===== src/hw/pressure_sensor_pkg.sv =====
// Shared constants and types for the pressure sensor command port
package pressure_sensor_pkg;

   // Bus addressing and command encodings
   localparam logic [6:0]  SLAVE_ADDR       = 7'h76;
   localparam logic [7:0]  CMD_RESET        = 8'h1E;
   localparam logic [7:0]  CMD_ADC_READ     = 8'h00;
   localparam logic [3:0]  CMD_CONV_P_HI    = 4'h4;
   localparam logic [3:0]  CMD_CONV_T_HI    = 4'h5;
   localparam logic [3:0]  CMD_PROM_HI      = 4'hA;
   localparam logic [2:0]  OSR_MAX_IDX      = 3'h5;
   localparam logic [2:0]  PROM_LAST_ADDR   = 3'h6;

   // Field positions inside a command byte
   localparam int          CMD_HI_MSB       = 7;
   localparam int          CMD_HI_LSB       = 4;
   localparam int          CMD_SEL_MSB      = 3;
   localparam int          CMD_SEL_LSB      = 1;
   localparam int          CMD_KIND_BIT     = 4;

   // Sizes
   localparam int          PROM_WORDS       = 7;
   localparam int          RESULT_BITS      = 24;
   localparam int          PROM_BITS        = 16;
   localparam int          OSR_COUNT        = 6;
   localparam logic [3:0]  BIT_CNT_BYTE     = 4'h8;
   localparam logic [7:0]  PROM_PAD         = 8'h00;

   // Pattern folded into a result that was disturbed while converting
   localparam logic [23:0] CORRUPT_MASK     = 24'hA5A5A5;

   // Longest conversion times per oversampling ratio 256..8192, in units of 10 us
   localparam int unsigned CLK_MHZ          = 100;
   localparam int unsigned CONV_TIME_10US [OSR_COUNT] = '{60, 117, 228, 454, 904, 1810};
   localparam int unsigned CONV_SCALE       = 10;
   localparam int          CONV_CNT_W       = 21;

   typedef logic [15:0] prom_word_t;

   // Arbitrary neutral factory contents
   localparam prom_word_t FACTORY_PROM_DEFAULT [PROM_WORDS] =
      '{16'h0000, 16'h1111, 16'h2222, 16'h3333, 16'h4444, 16'h5555, 16'h6666};

   typedef enum logic [7:0] {
      ST_IDLE     = 8'h01,
      ST_ADDR     = 8'h02,
      ST_ADDR_ACK = 8'h04,
      ST_CMD      = 8'h08,
      ST_CMD_ACK  = 8'h10,
      ST_TX       = 8'h20,
      ST_TX_ACK   = 8'h40,
      ST_IGNORE   = 8'h80
   } link_state_t;

endpackage


===== src/hw/pressure_sensor_cmd_port.sv =====
// I2C command port of the pressure sensor: link slave, calibration store, conversion timing
// Functional notes
// Answer only to address 1110110; last address bit 0 writes, 1 reads.
// Master frames each transaction with start and stop conditions.
// Commands are one byte after write address; address and command both acknowledged.
// Reset command 0x1E reloads calibration contents into internal register.
// Reset command is honoured at any moment from any internal state.
// Master frees a stuck SDA by clocking SCL then sending reset.
// 0x40..0x4A start pressure, 0x50..0x5A temperature; step selects ratio.
// After command 0x00 a read transaction returns the 24-bit result.
// Calibration reads 0xA0..0xAE; bits three to one give word address.
// Calibration store holds seven 16-bit words, 112 bits.
// Calibration read: write carries command, separate read fetches data.
// Selected calibration word is shifted out MSB first.
// Result read without conversion, or repeated, returns zero.
// Result read during conversion returns zero and corrupts that conversion.
// Master sends no conversion command while one is running.
// Busy from accepted conversion until done; only then result readable.
// Result is 24 bits MSB first, acknowledge awaited after each byte.
// Word zero holds factory configuration and checksum.
// Master acknowledges first calibration byte, refuses second, then stops.
// Master waits the longest conversion time before reading the result.
`timescale 1ns/1ps
module pressure_sensor_cmd_port
   import pressure_sensor_pkg::*;
#(
   parameter int unsigned CONV_CYCLES [OSR_COUNT] = '{
      CONV_TIME_10US[0] * CLK_MHZ * CONV_SCALE, CONV_TIME_10US[1] * CLK_MHZ * CONV_SCALE,
      CONV_TIME_10US[2] * CLK_MHZ * CONV_SCALE, CONV_TIME_10US[3] * CLK_MHZ * CONV_SCALE,
      CONV_TIME_10US[4] * CLK_MHZ * CONV_SCALE, CONV_TIME_10US[5] * CLK_MHZ * CONV_SCALE},
   parameter prom_word_t FACTORY_PROM [PROM_WORDS] = FACTORY_PROM_DEFAULT
)(
   input  wire logic                   clk,
   input  wire logic                   reset_n,
   input  wire logic                   scl,
   input  wire logic                   sda_in,
   output      logic                   sda_out,
   output      logic                   sda_oe,
   input  wire logic [RESULT_BITS-1:0] raw_pressure_sample,
   input  wire logic [RESULT_BITS-1:0] raw_temperature_sample,
   output      logic                   conv_busy
);

   logic [2:0]             scl_sync_reg;
   logic [2:0]             sda_sync_reg;
   logic                   scl_f_reg;
   logic                   sda_f_reg;
   logic                   scl_rise;
   logic                   scl_fall;
   logic                   start_cond;
   logic                   stop_cond;
   link_state_t            state_reg;
   logic [3:0]             bit_cnt_reg;
   logic [7:0]             shift_reg;
   logic                   rw_reg;
   logic                   ack_ok_reg;
   logic [RESULT_BITS-1:0] tx_buf_reg;
   logic                   sda_oe_reg;
   logic [7:0]             cmd_reg;
   logic                   cmd_exec_reg;
   prom_word_t             prom_reg [PROM_WORDS];
   logic [RESULT_BITS-1:0] read_buf_reg;
   logic [RESULT_BITS-1:0] result_reg;
   logic                   result_valid_reg;
   logic                   conv_busy_reg;
   logic                   conv_kind_reg;
   logic                   corrupt_reg;
   logic [CONV_CNT_W-1:0]  conv_cnt_reg;
   logic                   conv_done;
   logic                   is_reset_cmd;
   logic                   is_read_cmd;

   function automatic logic is_conv(input logic [7:0] c);
      logic [3:0] hi;
      hi = c[CMD_HI_MSB:CMD_HI_LSB];
      return (hi == CMD_CONV_P_HI || hi == CMD_CONV_T_HI) && !c[0]
             && c[CMD_SEL_MSB:CMD_SEL_LSB] <= OSR_MAX_IDX;
   endfunction

   function automatic logic is_prom(input logic [7:0] c);
      return c[CMD_HI_MSB:CMD_HI_LSB] == CMD_PROM_HI && !c[0];
   endfunction

   function automatic logic [CONV_CNT_W-1:0] conv_load(input logic [2:0] idx);
      return CONV_CNT_W'(CONV_CYCLES[idx] - 1);
   endfunction

   // Word seven is not populated and reads as zero
   function automatic prom_word_t prom_at(input logic [2:0] a);
      return (a <= PROM_LAST_ADDR) ? prom_reg[a] : '0;
   endfunction

   // Three-stage sampling of the link pins, a change counts once stages two and three agree
   always_ff @(posedge clk or negedge reset_n)
   begin
      if (!reset_n)
      begin
         scl_sync_reg <= 3'h7;
         sda_sync_reg <= 3'h7;
         scl_f_reg    <= 1'b1;
         sda_f_reg    <= 1'b1;
      end
      else
      begin
         scl_sync_reg <= {scl_sync_reg[1:0], scl};
         sda_sync_reg <= {sda_sync_reg[1:0], sda_in};
         if (scl_sync_reg[1] == scl_sync_reg[2])
            scl_f_reg <= scl_sync_reg[2];
         if (sda_sync_reg[1] == sda_sync_reg[2])
            sda_f_reg <= sda_sync_reg[2];
      end
   end

   assign scl_rise   = (scl_sync_reg[1] == scl_sync_reg[2]) && scl_sync_reg[2] && !scl_f_reg;
   assign scl_fall   = (scl_sync_reg[1] == scl_sync_reg[2]) && !scl_sync_reg[2] && scl_f_reg;
   assign start_cond = (sda_sync_reg[1] == sda_sync_reg[2]) && !sda_sync_reg[2] && sda_f_reg
                       && scl_f_reg;
   assign stop_cond  = (sda_sync_reg[1] == sda_sync_reg[2]) && sda_sync_reg[2] && !sda_f_reg
                       && scl_f_reg;

   // Link state machine; start and stop always resynchronise, which also frees a stuck bus
   always_ff @(posedge clk or negedge reset_n)
   begin
      if (!reset_n)
      begin
         state_reg    <= ST_IDLE;
         bit_cnt_reg  <= 4'h0;
         shift_reg    <= 8'h00;
         rw_reg       <= 1'b0;
         ack_ok_reg   <= 1'b0;
         tx_buf_reg   <= '0;
         sda_oe_reg   <= 1'b0;
         cmd_reg      <= 8'h00;
         cmd_exec_reg <= 1'b0;
      end
      else
      begin
         cmd_exec_reg <= 1'b0;
         if (start_cond)
         begin
            state_reg   <= ST_ADDR;
            bit_cnt_reg <= 4'h0;
            sda_oe_reg  <= 1'b0;
         end
         else if (stop_cond)
         begin
            state_reg  <= ST_IDLE;
            sda_oe_reg <= 1'b0;
         end
         else
         begin
            case (state_reg)
               ST_ADDR, ST_CMD:
               begin
                  if (scl_rise)
                  begin
                     shift_reg   <= {shift_reg[6:0], sda_f_reg};
                     bit_cnt_reg <= bit_cnt_reg + 4'h1;
                  end
                  else if (scl_fall && bit_cnt_reg == BIT_CNT_BYTE)
                  begin
                     bit_cnt_reg <= 4'h0;
                     if (state_reg == ST_CMD)
                     begin
                        state_reg    <= ST_CMD_ACK;
                        sda_oe_reg   <= 1'b1;
                        cmd_reg      <= shift_reg;
                        cmd_exec_reg <= 1'b1;
                     end
                     else if (shift_reg[7:1] == SLAVE_ADDR)
                     begin
                        state_reg  <= ST_ADDR_ACK;
                        sda_oe_reg <= 1'b1;
                        rw_reg     <= shift_reg[0];
                     end
                     else
                        state_reg <= ST_IGNORE;
                  end
               end
               ST_ADDR_ACK:
                  if (scl_fall)
                  begin
                     bit_cnt_reg <= 4'h0;
                     if (rw_reg)
                     begin
                        state_reg  <= ST_TX;
                        tx_buf_reg <= read_buf_reg;
                        sda_oe_reg <= !read_buf_reg[RESULT_BITS-1];
                     end
                     else
                     begin
                        state_reg  <= ST_CMD;
                        sda_oe_reg <= 1'b0;
                     end
                  end
               ST_CMD_ACK:
                  if (scl_fall)
                  begin
                     state_reg  <= ST_IGNORE;
                     sda_oe_reg <= 1'b0;
                  end
               ST_TX:
                  if (scl_rise)
                     bit_cnt_reg <= bit_cnt_reg + 4'h1;
                  else if (scl_fall)
                  begin
                     tx_buf_reg <= {tx_buf_reg[RESULT_BITS-2:0], 1'b0};
                     if (bit_cnt_reg == BIT_CNT_BYTE)
                     begin
                        state_reg   <= ST_TX_ACK;
                        bit_cnt_reg <= 4'h0;
                        sda_oe_reg  <= 1'b0;
                     end
                     else
                        sda_oe_reg <= !tx_buf_reg[RESULT_BITS-2];
                  end
               ST_TX_ACK:
                  if (scl_rise)
                     ack_ok_reg <= !sda_f_reg;
                  else if (scl_fall)
                  begin
                     if (ack_ok_reg)
                     begin
                        state_reg  <= ST_TX;
                        sda_oe_reg <= !tx_buf_reg[RESULT_BITS-1];
                     end
                     else
                        state_reg <= ST_IGNORE;
                  end
               default:
                  sda_oe_reg <= 1'b0;
            endcase
         end
      end
   end

   assign sda_out      = 1'b0;
   assign sda_oe       = sda_oe_reg;
   assign conv_busy    = conv_busy_reg;
   assign is_reset_cmd = cmd_exec_reg && cmd_reg == CMD_RESET;
   assign is_read_cmd  = cmd_exec_reg && cmd_reg == CMD_ADC_READ;
   assign conv_done    = conv_busy_reg && conv_cnt_reg == '0;

   // Calibration store, zero until the first reset command
   always_ff @(posedge clk or negedge reset_n)
   begin
      if (!reset_n)
         prom_reg <= '{default: '0};
      else if (is_reset_cmd)
         for (int i = 0; i < PROM_WORDS; i++)
            prom_reg[i] <= FACTORY_PROM[i];
   end

   // Conversion timing, result capture and disturbance tracking
   always_ff @(posedge clk or negedge reset_n)
   begin
      if (!reset_n)
      begin
         conv_busy_reg    <= 1'b0;
         conv_kind_reg    <= 1'b0;
         corrupt_reg      <= 1'b0;
         conv_cnt_reg     <= '0;
         result_reg       <= '0;
         result_valid_reg <= 1'b0;
      end
      else if (is_reset_cmd)
      begin
         conv_busy_reg    <= 1'b0;
         corrupt_reg      <= 1'b0;
         result_valid_reg <= 1'b0;
      end
      else
      begin
         if (is_read_cmd)
            result_valid_reg <= 1'b0;
         if (conv_done)
         begin
            conv_busy_reg    <= 1'b0;
            result_reg       <= (conv_kind_reg ? raw_temperature_sample : raw_pressure_sample)
                                ^ (corrupt_reg ? CORRUPT_MASK : '0);
            result_valid_reg <= 1'b1;
            corrupt_reg      <= 1'b0;
         end
         else if (conv_busy_reg)
            conv_cnt_reg <= conv_cnt_reg - 1'b1;
         if (cmd_exec_reg && (is_conv(cmd_reg) || is_read_cmd) && conv_busy_reg && !conv_done)
            corrupt_reg <= 1'b1;
         else if (cmd_exec_reg && is_conv(cmd_reg))
         begin
            conv_busy_reg <= 1'b1;
            conv_kind_reg <= cmd_reg[CMD_KIND_BIT];
            conv_cnt_reg  <= conv_load(cmd_reg[CMD_SEL_MSB:CMD_SEL_LSB]);
         end
      end
   end

   // Data staged for the next read transaction
   always_ff @(posedge clk or negedge reset_n)
   begin
      if (!reset_n)
         read_buf_reg <= '0;
      else if (is_read_cmd)
         read_buf_reg <= (result_valid_reg && !conv_busy_reg) ? result_reg : '0;
      else if (cmd_exec_reg && is_prom(cmd_reg))
         read_buf_reg <= {prom_at(cmd_reg[CMD_SEL_MSB:CMD_SEL_LSB]), PROM_PAD};
   end
endmodule


===== config.mk =====
export PLATFORM = sky130hd
export DESIGN_NAME = pressure_sensor_cmd_port
export DESIGN_NICKNAME = d
export VERILOG_FILES = /design/src/hw/pressure_sensor_pkg.sv /design/src/hw/pressure_sensor_cmd_port.sv
export SDC_FILE = /design/constraint.sdc
export NUM_CORES = 1
export LEC_CHECK = 0
export BUFFER_PORTS_ARGS = -buffer_cell sky130_fd_sc_hd__buf_2
export CAP_MARGIN = 25
export CELL_PAD_IN_SITES_DETAIL_PLACEMENT = 1
export CELL_PAD_IN_SITES_GLOBAL_PLACEMENT = 2
export CORE_ASPECT_RATIO = 1.1
export CORE_MARGIN = 4
export CORE_UTILIZATION = 40
export DETAILED_ROUTE_END_ITERATION = 8
export MAX_ROUTING_LAYER = met4
export PLACE_DENSITY = 0.8
export SETUP_SLACK_MARGIN = 0.2
export SYNTH_ARGS = -nofsm -noshare
export SYNTH_HDL_FRONTEND = slang
export SYNTH_SLANG_ARGS = --single-unit

===== constraint.sdc =====
create_clock -name clk -period 4.46 [get_ports clk]
set_input_delay 0.669 -clock clk [delete_from_list [all_inputs] [get_ports clk]]
set_output_delay 0.669 -clock clk [all_outputs]
set_load 0.1 [all_outputs]

==> metrics.yaml, run 1 <==
ys_top_cells_by_area: "sky130_fd_sc_hd__dfrtp_1, sky130_fd_sc_hd__mux2i_1, sky130_fd_sc_hd__nand2_1"
postCtsResizedCells: 0
cp.depth: 6
grt_max_degree: 62
setup_crit_path_kind: "reg2reg"
power.density_cell_area_nw_per_um2: 362
final-hold-violation-count: 0
final_period_minus_worst_setup_slack_ps: 3340
worst_hold_path_type: "in2async"
initial_antenna_violation_count: 0
finish.net_count: 836
syn_nets: 802
ant_diodes: 0
worst-endpoint-arrival_ps: 3640
global_route.usage.total_pct: 19.3
synthesis.area_per_instance_um2: 9.73
category_of_the_worst_setup_path_capture_point: "flip-flop"
critical_path_maximum_fanout: 21
via_count: 5520
total_wirelength_of_the_detailed_routed_design_um: 17900
cts_tree: "yes"
share_of_final_layout_standard_cells_stronger_than_drive_strength_1_pct: 16.4
clkTransAtPathRegs_ps: 60
cts-buffers-inserted: 17
place.gp.congestion: 0.846
timing.final.setup_violations: 0
netlist_area_um2: 7120
timing.hold.ws_ps: 225
chipWidth_um: 135
yosys.cell_types.count: 71
detailed_place_hpwl_um: 12600
yosys.area.top_type_share_pct: 45.3
avgViaCountPerCell: 5.45
fmax_mhz: 300
synth.yosys.seq_area_share_pct: 48.6
routedWlPerCell_um: 17.7
detail_route.first_pass.iterations: 4
die_height_um: 148
cts_htree_levels: 4
max_capacitance_violation_total: 0
io_buffer_count: 53
placeableCoreArea_um2: 17300
vdd.ir_drop.worst_v: 0.000283
drt_drc_violations_left: 0
ys.warnings.count: 0
wire_length_of_the_first_global_routing_pass_um: 30400
finalMaxSlewViolations: 0
relSlewSlack_pct: 26.2
cp_data_required_time_ps: 4760
number_of_enable_type_register_cells_in_the_synthesized_netlist: 0
worst_path_largest_cell_delay_ps: 660
fin_cells: 1013
run_status: "finished, final reports clean"
io_pins: 55
synth_area_leader_cell: "sky130_fd_sc_hd__dfrtp_1"
clock_tree.root_cell: "sky130_fd_sc_hd__clkbuf_16"
crit_path_top_delay_cell: "sky130_fd_sc_hd__or4_1"
p_leak_nw: 3.92
final.setup_skew_ps: 9.30
ant_nets: 0
setup-tns-final_ps: 0
vias_in_the_first_global_route: 5968
worst_setup_path_start_kind: "flip-flop"
clock_insertion_delay_at_the_later_pin_of_the_skew_report_ps: 420
synth.ff_latch_count: 138
final_cell_area_um2: 8180
worst_slew_pin_slew_ps: 1090
start_util_pct: 41.3
netlist_instances: 732
die-area_um2: 20000
row_count: 50
ys_dominant_reg_cell: "sky130_fd_sc_hd__dfrtp_1"
cpLargestDelayFamily: "simple AND/OR/NAND/NOR gates"
post_cts_buffers: 0
setup_repair_after_global_routing_missed_its_margin: "no"
layout_worst_path_cycle_share_pct: 74.8
asyncSetResetFlopFracSynth_pct: 100
num-fill-cells: 1983
ctsLongestPathBuffers: 2
clock-sinks: 138
detail_route.iter0.violations: 180
total_buffers_and_inverters_traversed_by_the_critical_path: 0
cp_cell_instances: "or4_1 -> or3_1 -> o31ai_4 -> nand2_1 -> and3_1 -> a2111o_1"
detailed_place.area_um2: 7570
dpl.cell_count: 981
gr-total-overflow: 0
cts_hold_buf: 0
timing.reg2reg.worst_path_depth: 6
layout-area-overhead-vs-synth_pct: 14.8
through the flow:
| step | setup slack (ps) | util [%] | power, mW |
|---|---|---|---|
| 3_5_place_dp | 1200 | 43.9 | 1.55 |
| 5_1_grt | 896 | 47.4 | 3.09 |
| 2_1_floorplan | 1870 | - | 1.46 |
| 3_3_place_gp | 1260 | 43.8 | 1.54 |
| 6_report | 1120 | 47.4 | 2.96 |
| 4_1_cts | 1160 | 47.4 | 3.00 |
cells in the mapped netlist (3+ instances only):
cell,instances
sky130_fd_sc_hd__nor4b_1,6
sky130_fd_sc_hd__dfstp_2,9
sky130_fd_sc_hd__nor3_1,15
sky130_fd_sc_hd__a21oi_1,56
sky130_fd_sc_hd__nor2_1,49
sky130_fd_sc_hd__or3_1,6
sky130_fd_sc_hd__mux2_2,12
sky130_fd_sc_hd__inv_1,17
sky130_fd_sc_hd__nand2b_1,5
sky130_fd_sc_hd__and2_1,3
sky130_fd_sc_hd__a211oi_1,4
sky130_fd_sc_hd__dfrtp_1,129
sky130_fd_sc_hd__o21ai_0,45
sky130_fd_sc_hd__o31ai_1,5
sky130_fd_sc_hd__ha_1,18
sky130_fd_sc_hd__clkbuf_1,31
sky130_fd_sc_hd__a21o_1,3
sky130_fd_sc_hd__nand3b_1,5
sky130_fd_sc_hd__o21ai_1,20
sky130_fd_sc_hd__xor2_1,18
sky130_fd_sc_hd__nand2_1,95
sky130_fd_sc_hd__nand3_1,14
sky130_fd_sc_hd__nor2b_1,5
sky130_fd_sc_hd__mux2i_1,48
sky130_fd_sc_hd__nor4_1,7
sky130_fd_sc_hd__nand4b_1,3
sky130_fd_sc_hd__and3_1,4
sky130_fd_sc_hd__a22o_1,12
sky130_fd_sc_hd__nand4_1,6
sky130_fd_sc_hd__buf_2,11
sky130_fd_sc_hd__or4_1,4
sky130_fd_sc_hd__a22oi_1,4
sky130_fd_sc_hd__o211ai_1,5
sky130_fd_sc_hd__a31oi_1,3
sky130_fd_sc_hd__nor3b_1,6
sky130_fd_sc_hd__o41ai_1,3
layout make-up:
cell class,count,area [um^2],share of cell area (%)
Sequential cell,138,3460,42.4
Inverter,18,67.6,0.826
Multi-Input combinational cell,529,3400,41.6
Tap cell,234,293,3.58
Timing Repair Buffer,62,343,4.19
Clock inverter,15,181,2.22
Clock buffer,17,425,5.20
layout by cell type (no fill, tap or decap), types with 6 or more instances in the layout:
cell type,n
sky130_fd_sc_hd__a21oi_1,56
sky130_fd_sc_hd__a22o_1,12
sky130_fd_sc_hd__buf_2,52
sky130_fd_sc_hd__buf_4,8
sky130_fd_sc_hd__clkbuf_16,17
sky130_fd_sc_hd__dfrtp_1,129
sky130_fd_sc_hd__dfstp_2,9
sky130_fd_sc_hd__ha_1,18
sky130_fd_sc_hd__inv_1,17
sky130_fd_sc_hd__mux2_2,12
sky130_fd_sc_hd__mux2i_1,48
sky130_fd_sc_hd__nand2_1,95
sky130_fd_sc_hd__nand3_1,14
sky130_fd_sc_hd__nand4_1,6
sky130_fd_sc_hd__nor2_1,49
sky130_fd_sc_hd__nor3_1,15
sky130_fd_sc_hd__nor4_1,7
sky130_fd_sc_hd__nor4b_1,6
sky130_fd_sc_hd__o21ai_0,45
sky130_fd_sc_hd__o21ai_1,20
sky130_fd_sc_hd__or3_1,6
sky130_fd_sc_hd__xor2_1,18
where the power goes:
part / internal (mW) / switching, mW
clock network: 0.847 / 0.596
logic: 0.0698 / 0.129
registers: 1.29 / 0.0356
metal layers:
metal	vias up	share of wire, %	global-route usage [%]
li1	2687	-	-
met2	60	50	32.1
met4	0	1.6	5.80
met1	2752	46	24.4
met5	-	0	-
met3	21	2.0	3.17
kinds of logic (layout without fill, tap and decap cells):
family | after synthesis | after routing | share of synthesized area, %
fa+ha+maj | 18 | 18 | 3.16
compound gates | 187 | 187 | 16.5
mux | 60 | 60 | 8.64
flops | 138 | 138 | 48.6
xor+xnor | 20 | 20 | 2.46
other cells | 1 | 1 | 0.0526
simple gates | 243 | 243 | 16.8
buf+inv | 65 | 112 | 3.83
worst paths after layout:
check | startpoint | end | slack [ps]
worst max-delay path | conv_cnt_reg[15] | conv_cnt_reg[11] | 1120
worst min-delay path | reset_n | state_reg[1] | 220
worst max register to register | conv_cnt_reg[15] | conv_cnt_reg[11] | 1120
worst min register to register | sda_sync_reg[0] | sda_sync_reg[1] | 350
max in group asynchronous | reset_n | shift_reg[4] | 3250
min in group clk | sda_in | sda_sync_reg[0] | 350
No activity file was read; power rests on OpenSTA's default activity.
==> inputs of run 2 (changes only) <==
CORE_UTILIZATION = 39   (was 40)
PLACE_DENSITY = 0.78   (was 0.8)
clock period = 3.22 ns   (was 4.46 ns; I/O delays follow)
==> metrics.yaml, run 2 (synthesis gave the netlist of run 1 again) <==
run_status: "finished, final reports clean"
ant_nets: 0  # unchanged
chipWidth_um: 137  # +1.2%
avgViaCountPerCell: 5.48  # +0.49%
leading_cell_type_in_the_layout_fill_and_taps_excluded: "sky130_fd_sc_hd__dfrtp_1"
cts_tree: "yes"
row_count: 51  # +2.0%
wire_length_of_the_first_global_routing_pass_um: 31000  # +2.0%
cts_htree_levels: 4  # unchanged
clock_insertion_delay_at_the_later_pin_of_the_skew_report_ps: 420  # about the same
worst-endpoint-arrival_ps: 3120  # -520 ps
final-hold-violation-count: 0  # unchanged
drt_drc_violations_left: 0  # unchanged
placeableCoreArea_um2: 17800  # +3.1%
clkTransAtPathRegs_ps: 60  # about the same
layout_worst_path_cycle_share_pct: 87.1  # +12 points
start_util_pct: 40.0  # -1.2 points
worst_hold_path_type: "in2async"
worst_slew_pin_slew_ps: 977  # -113 ps
post_cts_buffers: 0  # unchanged
postCtsResizedCells: 0  # unchanged
detailed_place_hpwl_um: 12800  # +1.4%
finish.net_count: 848  # +1.4%
io_pins: 55  # unchanged
via_count: 5629  # +2.0%
cp_data_required_time_ps: 3530  # -1230 ps
critical_path_maximum_fanout: 8  # -62%
die-area_um2: 20500  # +2.4%
detail_route.first_pass.iterations: 4  # unchanged
final.setup_skew_ps: 11.0  # +1.66 ps
clock-sinks: 138  # unchanged
final_cell_area_um2: 8240  # +0.80%
grt_max_degree: 85  # +37%
final_period_minus_worst_setup_slack_ps: 2800  # -533 ps
clock_tree.root_cell: "sky130_fd_sc_hd__clkbuf_16"
setup_repair_after_global_routing_missed_its_margin: "no"
ant_diodes: 0  # unchanged
power.density_cell_area_nw_per_um2: 488  # +35%
final_core_utilization_pct: 46.3  # -1.1 points
ctsLongestPathBuffers: 2  # unchanged
relSlewSlack_pct: 34.8  # +8.6 points
final_cell_mix: "sky130_fd_sc_hd__dfrtp_1, sky130_fd_sc_hd__nand2_1, sky130_fd_sc_hd__a21oi_1"
io_buffer_count: 53  # unchanged
setup_crit_path_kind: "reg2reg"
cts-buffers-inserted: 17  # unchanged
final_setup_slack_of_the_worst_path_ps: 417  # -707 ps
vias_in_the_first_global_route: 6102  # +2.2%
cts_hold_buf: 0  # unchanged
timing.hold.ws_ps: 150  # -75.1 ps
vdd.ir_drop.worst_v: 0.000399  # +41%
detailed_place.area_um2: 7680  # +1.4%
initial_antenna_violation_count: 0  # unchanged
gr-total-overflow: 0  # unchanged
p_leak_nw: 3.96  # +1.1%
timing.final.setup_violations: 0  # unchanged
share_of_final_layout_standard_cells_stronger_than_drive_strength_1_pct: 17.5  # +1.0 points
max_capacitance_violation_total: 0  # unchanged
place.gp.congestion: 0.813  # -3.9%
setup-tns-final_ps: 0  # unchanged
layout-area-overhead-vs-synth_pct: 15.7
total_wirelength_of_the_detailed_routed_design_um: 18200  # +1.8%
detail_route.iter0.violations: 226  # +26%
worst_setup_path_start_kind: "flip-flop"
routedWlPerCell_um: 17.7  # +0.36%
category_of_the_worst_setup_path_capture_point: "flip-flop"
fmax_mhz: 357  # +19%
detailedPlace.worstSlack_ps: 446  # -752 ps
global_route.usage.total_pct: 19.7  # +0.34 points
die_height_um: 150  # +1.2%
finalMaxSlewViolations: 0  # unchanged
==> run 2: cell types whose count changed in the layout (fill, tap and decap cells not counted), sizes merged <==
cell,before,now
clkinv,4,7
clkbuf,17,19
clkinvlp,2,3
buf,62,74
inv,25,18
==> run 2: layout make-up <==
type,instances,area [um^2]
fill,2004,9560
sequential,138,3460
multi-input combinational,529,3400
clock buffer,19,443
timing repair buffer,74,442
tap,238,298
clock inverter,12,125
inverter,18,67.6
==> run 2: worst max-delay path: stages (launching register included) <==
cell	delay [ps]
sky130_fd_sc_hd__dfrtp_1	460
sky130_fd_sc_hd__or4_1	640
sky130_fd_sc_hd__or3_1	440
sky130_fd_sc_hd__a211oi_1	380
sky130_fd_sc_hd__nor4b_1	480
sky130_fd_sc_hd__a32o_1	260
sky130_fd_sc_hd__a21oi_2	30
==> run 2: power breakdown <==
group / internal (mW) / leakage [nW] / switching (mW) / total [mW]
sequential: 1.78 / 1.77 / 0.0483 / 1.83
clock: 1.15 / 0.275 / 0.743 / 1.89
combinational: 0.113 / 1.92 / 0.188 / 0.301
total: 3.05 / 3.96 / 0.980 / 4.03
==> run 2: worst paths after layout <==
path,startpoint,to,slack (ps),cells after the start
worst max-delay path,conv_cnt_reg[5],conv_cnt_reg[19],420,6
worst min register to register,scl_sync_reg[0],scl_sync_reg[1],360,0
worst max register to register,conv_cnt_reg[5],conv_cnt_reg[19],420,6
min in group clk,sda_in,sda_sync_reg[0],160,1
max in group asynchronous,reset_n,result_reg[23],2240,2
worst min-delay path,reset_n,shift_reg[1],150,1
==> run 2: per-stage QoR <==
stage | power [mW] | std cells
final | 4.03 | 1028
after global placement | 2.15 | 997
after floorplan | 2.02 | 732
after global routing | 4.20 | 1028
after detailed placement | 2.17 | 997
after CTS | 4.09 | 1028
==> run 2: layer usage <==
layer / GRT usage (%) / part of all wire (%) / up-vias
met1: 24.8 / 47 / 2810
met3: 4.14 / 2.4 / 26
met5: - / 0 / -
met2: 31.7 / 49 / 81
met4: 6.34 / 1.7 / 0
li1: - / - / 2712
